<file path="config.mk">
export PLATFORM = sky130hd
export DESIGN_NAME = agc_top
export DESIGN_NICKNAME = d
export VERILOG_FILES = /design/src/agc_pkg.sv /design/src/agc_corrector.sv /design/src/agc_top.sv
export VERILOG_INCLUDE_DIRS = /design/src
export SDC_FILE = /design/constraint.sdc
export NUM_CORES = 1
export LEC_CHECK = 0
export BUFFER_PORTS_ARGS = -buffer_cell sky130_fd_sc_hd__buf_2
export CAP_MARGIN = 30
export CORE_MARGIN = 10
export CORE_UTILIZATION = 47
export DETAILED_ROUTE_END_ITERATION = 10
export PLACE_DENSITY_LB_ADDON = 0.12
export RECOVER_POWER = 25
export SYNTH_ARGS = -nofsm -noshare
export SYNTH_HDL_FRONTEND = slang
export SYNTH_SLANG_ARGS = --single-unit
</file>
<file path="constraint.sdc">
create_clock -name clock -period 23.9 [get_ports clock]
set_clock_uncertainty 0.05 [all_clocks]
set_input_delay 2.39 -clock clock [delete_from_list [all_inputs] [get_ports clock]]
set_output_delay 2.39 -clock clock [all_outputs]
set_load 0.005 [all_outputs]
</file>
<file path="src/agc_map.svh">
// Register map, field layout and reset values of the gain/offset corrector.
// Assumes a Wishbone slave with 32-bit data and byte addresses.
// What this block does
// [RL1] Amp gain 2 uses gain-2 coefficient.
// [RL2] Amp gain 4 uses gain-4 coefficient.
// [RL3] Gain field bits 14:0, fraction 13:0.
// [RL4] Zero gain code yields zero result.
// [RL5] Code 0x2000 halves the result.
// [RL6] Code 0x4000 is unity; reset value.
// [RL7] Codes above unity raise the result.
// [RL8] Multiplier equals code over 2^14.
// [RL9] Amp gain 4 applies gain-4 offset.
// [RL10] Positive offset adds quarter-LSB steps.
// [RL11] Top-bit-set offset codes subtract.
// [RL12] Zero offset no change; resets zero.
// [RL13] One offset step is quarter LSB.
// [RL14] Offset then gain, then saturate.
`ifndef AGC_MAP_SVH
`define AGC_MAP_SVH
`define AGC_ADDR_GAIN_X2    16'h2274
`define AGC_ADDR_GAIN_X4    16'h2278
`define AGC_ADDR_OFFSET_X4  16'h22D4
`define AGC_ADDR_CONTROL    16'h22E0
`define AGC_ADDR_STATUS     16'h22E4
`define AGC_COEF_MSB        14
`define AGC_COEF_W          15
`define AGC_GAIN_FRAC       14
`define AGC_OFFSET_FRAC     2
`define AGC_GAIN_RESET      15'h4000
`define AGC_OFFSET_RESET    15'h0000
`define AGC_CTRL_BYPASS_BIT 0
`endif

</file>
<file path="src/agc_pkg.sv">
// Types shared by the gain/offset corrector files.
// Assumes agc_map.svh for numeric constants.
package agc_pkg;
  // Amplifier gain settings reported by the converter front end.
  typedef enum logic [2:0] {AGC_AMP_X1, AGC_AMP_X1P5, AGC_AMP_X2, AGC_AMP_X4, AGC_AMP_X9} agc_amp_type;
  // Channel classes; only auxiliary voltage channels are corrected.
  typedef enum logic [1:0] {AGC_CH_VOLT, AGC_CH_TIA, AGC_CH_TEMP} agc_chan_type;
endpackage : agc_pkg

</file>
<file path="src/agc_corrector.sv">
// Arithmetic core: offset, gain multiply, saturation, registered output.
// Assumes coefficients are stable while a sample is in flight.
`timescale 1ns/1ps
`default_nettype none
`include "agc_map.svh"
module agc_corrector
  import agc_pkg::*;
#(
  parameter int DATA_W = 16
)(
  input  wire logic                   clock,
  input  wire logic                   rst,
  input  wire logic                   inValid,
  input  wire logic [DATA_W-1:0]      inData,
  input  wire logic [`AGC_COEF_W-1:0] gainCode,
  input  wire logic [`AGC_COEF_W-1:0] offsetCode,
  input  wire logic                   applyCorr,
  output logic                        outValid,
  output logic [DATA_W-1:0]           outData
);
  localparam int SUM_W  = DATA_W + `AGC_OFFSET_FRAC + 2;
  localparam int PROD_W = SUM_W + `AGC_COEF_W + 1;
  localparam logic [DATA_W-1:0] MAX_OUT = {DATA_W{1'b1}};

  logic signed [SUM_W-1:0]  sumQ;
  logic signed [PROD_W-1:0] prod;
  logic signed [PROD_W-1:0] scaled;
  logic [DATA_W-1:0]        next_outData;

  // Result word is widened by two fractional bits so one offset step is a quarter LSB.
  always_comb
  begin
    sumQ = $signed({2'b00, inData, 2'b00}) + SUM_W'($signed(offsetCode)); // see [RL10] see [RL11] see [RL13]
    prod = PROD_W'(sumQ) * $signed({1'b0, gainCode}); // see [RL8] see [RL5] see [RL7]
    scaled = prod >>> (`AGC_GAIN_FRAC + `AGC_OFFSET_FRAC); // see [RL14]
    if (!applyCorr)
      next_outData = inData; // Unity and zero offset pass through: see [RL6] see [RL12]
    else if (gainCode == '0)
      next_outData = '0; // see [RL4]
    else if (scaled < 0)
      next_outData = '0; // see [RL14]
    else if (scaled > $signed({{(PROD_W-DATA_W){1'b0}}, MAX_OUT}))
      next_outData = MAX_OUT; // see [RL14]
    else
      next_outData = scaled[DATA_W-1:0];
  end

  // One register stage; arithmetic truncates toward minus infinity.
  always_ff @(posedge clock)
  begin
    if (rst)
    begin
      outValid <= 1'b0;
      outData  <= '0;
    end
    else
    begin
      outValid <= inValid;
      if (inValid)
        outData <= next_outData;
    end
  end
endmodule : agc_corrector
`default_nettype wire

</file>
<file path="src/agc_top.sv">
// Top of the gain/offset corrector: Wishbone registers and selection of coefficients.
// Assumes raw results arrive on this clock with the amplifier and channel tags.
`timescale 1ns/1ps
`default_nettype none
`include "agc_map.svh"
module agc_top
  import agc_pkg::*;
#(
  parameter int DATA_W = 16
)(
  input  wire logic               clock,
  input  wire logic               rst,
  input  wire logic               wb_cyc_i,
  input  wire logic               wb_stb_i,
  input  wire logic               wb_we_i,
  input  wire logic [15:0]        wb_adr_i,
  input  wire logic [3:0]         wb_sel_i,
  input  wire logic [31:0]        wb_dat_i,
  output logic [31:0]             wb_dat_o,
  output logic                    wb_ack_o,
  input  wire logic               rawValid,
  input  wire logic [DATA_W-1:0]  rawData,
  input  wire agc_amp_type        ampGain,
  input  wire agc_chan_type       chanSel,
  output logic                    resultValid,
  output logic [DATA_W-1:0]       resultData
);
  logic [`AGC_COEF_W-1:0] gainCoefAmpX2;
  logic [`AGC_COEF_W-1:0] gainCoefAmpX4;
  logic [`AGC_COEF_W-1:0] offsetCoefAmpX4;
  logic                   bypass;
  logic [`AGC_COEF_W-1:0] selGain;
  logic [`AGC_COEF_W-1:0] selOffset;
  logic                   applyCorr;
  logic [7:0]             sampleCount;
  logic                   busReq;

  assign busReq = wb_cyc_i && wb_stb_i && !wb_ack_o;

  // Merges byte lanes of a write into a 15-bit coefficient field.
  function automatic logic [`AGC_COEF_W-1:0] merge(input logic [`AGC_COEF_W-1:0] cur,
                                                   input logic [31:0] d, input logic [3:0] s);
    logic [`AGC_COEF_W-1:0] r;
    r = cur;
    if (s[0]) r[7:0] = d[7:0];
    if (s[1]) r[14:8] = d[14:8];
    return r;
  endfunction : merge

  // Coefficient registers; only bits 14:0 are stored, the rest read zero.
  always_ff @(posedge clock)
  begin
    if (rst)
    begin
      gainCoefAmpX2   <= `AGC_GAIN_RESET; // see [RL6]
      gainCoefAmpX4   <= `AGC_GAIN_RESET; // see [RL6]
      offsetCoefAmpX4 <= `AGC_OFFSET_RESET; // see [RL12]
      bypass          <= 1'b0;
    end
    else if (busReq && wb_we_i)
    begin
      unique case (wb_adr_i)
        `AGC_ADDR_GAIN_X2:   gainCoefAmpX2 <= merge(gainCoefAmpX2, wb_dat_i, wb_sel_i); // see [RL3]
        `AGC_ADDR_GAIN_X4:   gainCoefAmpX4 <= merge(gainCoefAmpX4, wb_dat_i, wb_sel_i); // see [RL3]
        `AGC_ADDR_OFFSET_X4: offsetCoefAmpX4 <= merge(offsetCoefAmpX4, wb_dat_i, wb_sel_i);
        `AGC_ADDR_CONTROL:   if (wb_sel_i[0]) bypass <= wb_dat_i[`AGC_CTRL_BYPASS_BIT];
        default: ;
      endcase
    end
  end

  // Ack one cycle after the request, read data registered; unmapped reads give zero.
  always_ff @(posedge clock)
  begin
    if (rst)
    begin
      wb_ack_o <= 1'b0;
      wb_dat_o <= '0;
    end
    else
    begin
      wb_ack_o <= busReq;
      if (busReq && !wb_we_i)
      begin
        unique case (wb_adr_i)
          `AGC_ADDR_GAIN_X2:   wb_dat_o <= {17'h0, gainCoefAmpX2};
          `AGC_ADDR_GAIN_X4:   wb_dat_o <= {17'h0, gainCoefAmpX4};
          `AGC_ADDR_OFFSET_X4: wb_dat_o <= {17'h0, offsetCoefAmpX4};
          `AGC_ADDR_CONTROL:   wb_dat_o <= {31'h0, bypass};
          `AGC_ADDR_STATUS:    wb_dat_o <= {24'h0, sampleCount};
          default:             wb_dat_o <= 32'h0;
        endcase
      end
    end
  end

  // Counts every result sample, corrected or passed through, so software can see the datapath moving; wraps.
  always_ff @(posedge clock)
  begin
    if (rst)
      sampleCount <= 8'h00;
    else if (resultValid)
      sampleCount <= sampleCount + 8'h01;
  end

  // Coefficient choice: TIA and temperature channels and other gains pass uncorrected,
  // since their coefficients live elsewhere.
  always_comb
  begin
    selGain   = `AGC_GAIN_RESET;
    selOffset = `AGC_OFFSET_RESET;
    applyCorr = 1'b0;
    if (!bypass && chanSel == AGC_CH_VOLT)
    begin
      if (ampGain == AGC_AMP_X2)
      begin
        selGain   = gainCoefAmpX2; // see [RL1] see [RL14]
        applyCorr = 1'b1;
      end
      else if (ampGain == AGC_AMP_X4)
      begin
        selGain   = gainCoefAmpX4; // see [RL2] see [RL14]
        applyCorr = 1'b1;
      end
    end
    if (ampGain == AGC_AMP_X4 && applyCorr)
      selOffset = offsetCoefAmpX4; // see [RL9]
  end

  // Datapath with a single register stage.
  agc_corrector #(
    .DATA_W (DATA_W)
  ) u_corrector (
    .clock      (clock),
    .rst        (rst),
    .inValid    (rawValid),
    .inData     (rawData),
    .gainCode   (selGain),
    .offsetCode (selOffset),
    .applyCorr  (applyCorr),
    .outValid   (resultValid),
    .outData    (resultData)
  );
endmodule : agc_top
`default_nettype wire
</file>
# == Word-level counts from Yosys, hierarchy flattened ==
# Cells that the tools add are included.
# op_classes
n_eq_ne,7
n_mux,12
reduce_logical,18
n_mul,1
n_lt_le_gt_ge,2
add_sub_neg,2
# ops
op,count
$eq 16x14->1 const B,5
$pmux 15 s5,1
$mux 16,4
$mux 15,4
$mul 20x16->36,1
$reduce_and 3->1,7
$add 19x15->20,1
$gt 20x17->1 const B,1
$lt 20x1->1 const B,1
$logic_not 15->1,1
$add 8x1->8 const B,1
$eq 3x2->1 const B,2
$logic_and 1x1->1,6
$logic_not 1->1,3
$mux 1,3
$logic_not 2->1,1
# word_totals
ff_bits,104
word_cells,54
out_inout_bits,50
input_bits,79

# == Logic depth before layout (Yosys ltp) ==
# logic_depth
word_depth,13
depth_mapped,41
mapped_depth_nobuf,37

# == Cells and area by module ==
# A second synthesis with hierarchy kept.
# hier_totals
cells_unflattened,1847
hier_area_um2,16209.3
# by_module_without_submodules
mod,cells_each,n_inst,seq_area_each_um2,area_per_inst_um2
agc_corrector,1444,1,340.3,12628.4
agc_top,403,1,1401.3,3580.9

# == Least setup slack after synthesis ==
# No wires, ideal clock.
# synth_path
kind,input to register
startpoint,input port ampGain[2]
endpoint,register u_corrector.outData[2]
setup_time_ps,139
stages,37
t_required_ps,23711
path_buffers,6
arrival_time_ps,11611
path_slack_ps,12100
path_cell_list,or3_1 buf_2 nor2_1 buf_2 clkbuf_1 and3_1 ha_1 or3_1 o211ai_1 o211ai_1 a31oi_1 o21bai_1 xnor2_1 clkbuf_1 nand2_1 fa_1 inv_1 fa_1 clkbuf_1 xnor2_1 xnor2_1 fa_1 fa_1 inv_1 fa_1 inv_1 ha_1 clkbuf_1 o21ai_0 a21oi_1 a221oi_1 or3b_1 o21ai_0 xor2_1 o31ai_4 nand4_1 o221ai_1
# synth_between
elab_chain_len,13
word_cells_on_any_way,19
classes_between,1 x add/sub; 1 x mul; 2 x order compare; 2 x eq/ne; 11 x mux; 2 x reduce/logical
# synth_rtl
item,line_no,rtl
from (decl),agc_top.sv:23,"input wire agc_amp_type ampGain,"
$eq 3x2->1,"agc_top.sv:120, agc_top.sv:126",
$mux 1,agc_top.sv:120,else if (ampGain == AGC_AMP_X4)
$mux 1,agc_top.sv:115,if (ampGain == AGC_AMP_X2)
$mux 1,agc_top.sv:113,if (!bypass && chanSel == AGC_CH_VOLT)
$logic_and 1x1->1,agc_top.sv:126,if (ampGain == AGC_AMP_X4 && applyCorr)
$mux 15,agc_top.sv:126,
$add 19x15->20,agc_corrector.sv:33,"sumQ = $signed({2'b00, inData, 2'b00}) + SUM_W'($signed(offsetCode));"
$mul 20x16->36,agc_corrector.sv:34,"prod = PROD_W'(sumQ) * $signed({1'b0, gainCode});"
$gt 20x17->1,agc_corrector.sv:42,"else if (scaled > $signed({{(PROD_W-DATA_W){1'b0}}, MAX_OUT}))"
$mux 16,agc_corrector.sv:42,
$mux 16,agc_corrector.sv:40,else if (scaled < 0)
$mux 16,agc_corrector.sv:38,else if (gainCode == '0)
$mux 16 *,agc_corrector.sv:36,if (!applyCorr)
to (signal assigned),agc_corrector.sv:60,outData <= next_outData;
to (decl),agc_corrector.sv:19,output logic [DATA_W-1:0] outData
# Every way passes the cells marked *; elsewhere a longest branch is shown, timed or not.
# A chain may end at the register's enable or synchronous reset.

# == Worst setup path in the final report ==
# layout_path
startpoint,input port ampGain[2]
endpoint,register u_corrector.outData[10]
# Same word-level chain as after synthesis.

==> tab_implementation.tex <==
\begin{tabular}{lr}
\hline
Metric & Value \\
\hline
\multicolumn{2}{l}{\textbf{CTS}} \\
Clock tree from TritonCTS & yes \\
Buffer type at the clock tree root & sky130\_fd\_sc\_hd\_\_clkbuf\_16 \\
Clock latency on the worst-skew pair & 340 ps \\
Hold buffer count at CTS & 0 \\
Buffers inserted during post-CTS setup optimization & 0 \\
Clock sink count & 87 \\
Count of H-tree levels built during CTS & 3 \\
Post-CTS sizing & 0 \\
TritonCTS Buffers & 9 \\
CTS clock-pin slew for the worst setup and hold paths & 70 ps \\
Clock tree buffer depth & 2 \\
\multicolumn{2}{l}{\textbf{Yosys}} \\
Avg Inst Size Synth & between 8 and 9 um2 \\
Async set or reset register ratio after synthesis & 0\% \\
Cell variety after synth & 69 \\
Number of synthesized flops with an enable pin & 0 \\
Most common library cells after synthesis & 367 x sky130\_fd\_sc\_hd\_\_inv\_1, 289 x sky130\_fd\_sc\_hd\_\_fa\_1, 229 x sky130\_fd\_sc\_hd\_\_nor2\_1, 224 x sky130\_fd\_sc\_hd\_\_nand2\_1, 109 x sky130\_fd\_sc\_hd\_\_ha\_1 \\
Synthesized netlist cell count & 1891 \\
Post-synthesis sequential area ratio & 10.9\% \\
Register bit count reported by yosys & 87 \\
Share of the synthesized area in the top cell type & between 30\% and 40\% \\
Compound-cell area share of the yosys netlist & roughly 9\% \\
Post-Synth XOR/XNOR Area & 3.61\% \\
Simple-gate share of the synthesized area & 17.0\% \\
Area contributors post-synth & sky130\_fd\_sc\_hd\_\_fa\_1 36\%, sky130\_fd\_sc\_hd\_\_dfxtp\_1 11\%, sky130\_fd\_sc\_hd\_\_inv\_1 8.6\% \\
Netlist area before placement & 16000 um2 \\
Largest family of logic cells by synthesized area & adder cells \\
Synth Area in Adders & 44.8\% \\
Share of synthesized area spent on multiplexers & 3.83\% \\
Number of synthesis warnings & 0 \\
Most instantiated flip-flop cell in the synthesis netlist & sky130\_fd\_sc\_hd\_\_dfxtp\_1 \\
Most instantiated library cell after synthesis & sky130\_fd\_sc\_hd\_\_inv\_1 \\
Area leader, netlist & sky130\_fd\_sc\_hd\_\_fa\_1 \\
\multicolumn{2}{l}{\textbf{Final layout}} \\
Count of inserted antenna diode cells & 0 \\
Layout Utilization & 51.5\% \\
Nets & 2446 \\
Post-Layout Inst Area & $\sim$17000 um2 \\
Fraction of layout instances using a drive strength above 1 & roughly 8.0\% \\
Area growth syn-to-layout & 8.04\% \\
\multicolumn{2}{l}{\textbf{Timing}} \\
Clock period minus final worst setup slack & between 10000 and 15000 ps \\
Timing-limited maximum frequency & between 70 and 80 MHz \\
Fraction of the cycle the final worst path needs & 55.4\% \\
Final-report hold violation count & 0 \\
Worst slew slack as a fraction of its limit & -166\% \\
Transition time of the tightest slew-check pin & 3990 ps \\
Final setup violating endpoints & 0 \\
Sum of negative setup slack & 0 ps \\
Number of pins with negative max-slew slack in the final report & 88 \\
RSZ-0062 raised after global routing & false \\
\multicolumn{2}{l}{\textbf{Placement}} \\
Half-perimeter wire length of the detailed placement result & 39500 um \\
I/O Buffers & just over 90 \\
Cell Area, Placed & 17100 um2 \\
Last weighted congestion value of the routability-driven placer & 0.947 \\
\multicolumn{2}{l}{\textbf{Power}} \\
Internal Power & roughly 240 uW \\
Part of the power in registers & roughly 43\% \\
Clock group share of total power & 39.1\% \\
Leakage & 0.00820 uW \\
Net switching power & approximately 100 uW \\
Power density over the cells & about 20 nW/um2 \\
Power share of the combinational group & 17.6\% \\
Max VDD drop & 0.0308 mV \\
Final Total Pwr & around 350 uW \\
Sw Ratio & 30.1\% \\
\multicolumn{2}{l}{\textbf{Critical path}} \\
Crit path largest cell delay & 890 ps \\
Data required time at the worst endpoint & between 20000 and 25000 ps \\
Signal arrival time at the worst endpoint & 13440 ps \\
R2r startpoint & bypass\$\_SDFFE\_PP0P\_ \\
Kind of cell adding the most delay to the critical path & adder cells \\
Kind of start point of the critical path & input port \\
Crit Path Max Fanout & 26 \\
Worst path bufs/invs & 6 \\
Critical path class & in -> reg \\
Category of the worst setup path capture point & flip-flop \\
Start point of the critical path & ampGain[2] \\
Crit path top cell by count & sky130\_fd\_sc\_hd\_\_fa\_1 \\
Crit-path slowest cell & sky130\_fd\_sc\_hd\_\_fa\_1 \\
\multicolumn{2}{l}{\textbf{Routing}} \\
Pre-Repair DR Iteration Count & 6 \\
WL final & around 48000 um \\
Starting DRT DRC Count & roughly 1000 \\
Average vias per placed instance & 5.51 \\
DRT antenna net count & 0 \\
Wire length per cell after detailed routing & 19.9 um \\
Routed vias & 13.4k \\
DRC violations left & 0 \\
\multicolumn{2}{l}{\textbf{Floorplan}} \\
Area inside the core boundary & 33600 um2 \\
Die Y & 205 um \\
Cell Rows & 67 \\
Number of I/O pins & 129 \\
Die Footprint & 41900 um2 \\
Width of the chip & 205 um \\
Initial Utilization & 47.7\% \\
\multicolumn{2}{l}{\textbf{Status}} \\
Result of the run & complete, but fails checks \\
Violated checks & capacitance limit, slew limit \\
\multicolumn{2}{l}{\textbf{Hold path}} \\
Kind of path behind the tightest hold check & reg -> reg \\
Beginning of the worst hold path & wb\_dat\_o[10]\$\_SDFFE\_PP0P\_ \\
\multicolumn{2}{l}{\textbf{GRT}} \\
Global-route wire length before repair & 76300 um \\
Global route overflow & 0 \\
Vias in the first global route & 13.7k \\
Overall fraction of global-route tracks in use & about a quarter \\
Antenna violations before repair & 0 \\
Pin count of the biggest net entering global routing & 88 \\
\multicolumn{2}{l}{\textbf{Run}} \\
Max-capacitance violation count & 1 \\
\hline
\end{tabular}
==> power groups by stage <==
stage | clock, uW | combinational (uW) | sequential, uW
after floorplan | 0 | 34.7 | 152
after global routing | 144 | 66.0 | 150
after CTS | 137 | 60.2 | 149
after detailed placement | 0 | 59.8 | 153
after global placement | 0 | 58.8 | 153
final | 135 | 60.8 | 150
==> stage by stage <==
stage          setup slack [ps]  hold slack, ps  instances
6_report                  10670             401       2422
2_1_floorplan             12100             398       1907
4_1_cts                   10820             406       2421
3_5_place_dp              10510             396       2405
3_3_place_gp              10650             388       2401
5_1_grt                    9720             430       2422
==> path summary, 6_finish.rpt <==
kind,endpoint,depth (start not counted),slack (ps)
max reg2reg,u_corrector.outData[10]$_SDFFE_PP0P_,33,12450
min reg2reg,wb_dat_o[10]$_SDFFE_PP0P_,2,400
max,u_corrector.outData[10]$_SDFFE_PP0P_,34,10670
min,wb_dat_o[10]$_SDFFE_PP0P_,2,400
==> layer usage <==
layer  global-route usage, %  wire, um
met3                    4.39      3910
met2                    39.0     23100
met5                       0         0
met4                    8.30      1880
met1                    30.4     19400
==> layout make-up <==
| type | instances | area [um2] |
|---|---|---|
| Fill cell | 3353 | 16300 |
| Multi-Input combinational cell | 1368 | 12600 |
| Sequential cell | 87 | 1740 |
| Inverter | 368 | 1380 |
| Timing Repair Buffer | 135 | 754 |
| Tap cell | 448 | 561 |
| Clock buffer | 10 | 239 |
| Clock inverter | 6 | 42.5 |
==> sequential cells by signal, indices dropped and copies added, names as in the netlist <==
signal / cells
u_corrector.outData: 16
gainCoefAmpX2: 15
gainCoefAmpX4: 15
offsetCoefAmpX4: 15
wb_dat_o: 15
sampleCount: 8
bypass: 1
u_corrector.outValid: 1
wb_ack_o: 1
==> worst register-to-register path, delay by kind of cell (launching register included) <==
family	cells	cell delay, ps
compound gates	11	3010
xor+xnor	1	580
fa+ha+maj	8	4230
buf+inv	5	670
flops	1	330
simple gates	8	2490
==> cells in the final DEF (no fill, tap or decap), types with 15 or more instances in the layout <==
cell and instances:
sky130_fd_sc_hd__mux2i_1 49, sky130_fd_sc_hd__xor2_1 26, sky130_fd_sc_hd__nor2_1 229, sky130_fd_sc_hd__inv_1 367
sky130_fd_sc_hd__and3_1 25, sky130_fd_sc_hd__conb_1 17, sky130_fd_sc_hd__buf_2 74, sky130_fd_sc_hd__nand2_1 224
sky130_fd_sc_hd__clkbuf_1 19, sky130_fd_sc_hd__dfxtp_1 87, sky130_fd_sc_hd__buf_4 41, sky130_fd_sc_hd__or3_1 19
sky130_fd_sc_hd__nand3_1 21, sky130_fd_sc_hd__fa_1 289, sky130_fd_sc_hd__a21oi_1 50, sky130_fd_sc_hd__ha_1 109
sky130_fd_sc_hd__nand2b_1 16, sky130_fd_sc_hd__xnor2_1 40, sky130_fd_sc_hd__nor3_1 23, sky130_fd_sc_hd__a22oi_1 24
sky130_fd_sc_hd__nand4_1 15, sky130_fd_sc_hd__o21ai_0 35
==> logic make-up after synthesis <==
kind of cell | Yosys count
AND/OR/NAND/NOR | 619
buffers and inverters | 452
adder cells (fa/ha/maj) | 401
AO/OA/AOI/OAI | 205
flip-flops | 87
XOR/XNOR | 66
multiplexers | 60
other | 1
(Power assumes the default switching activity.)
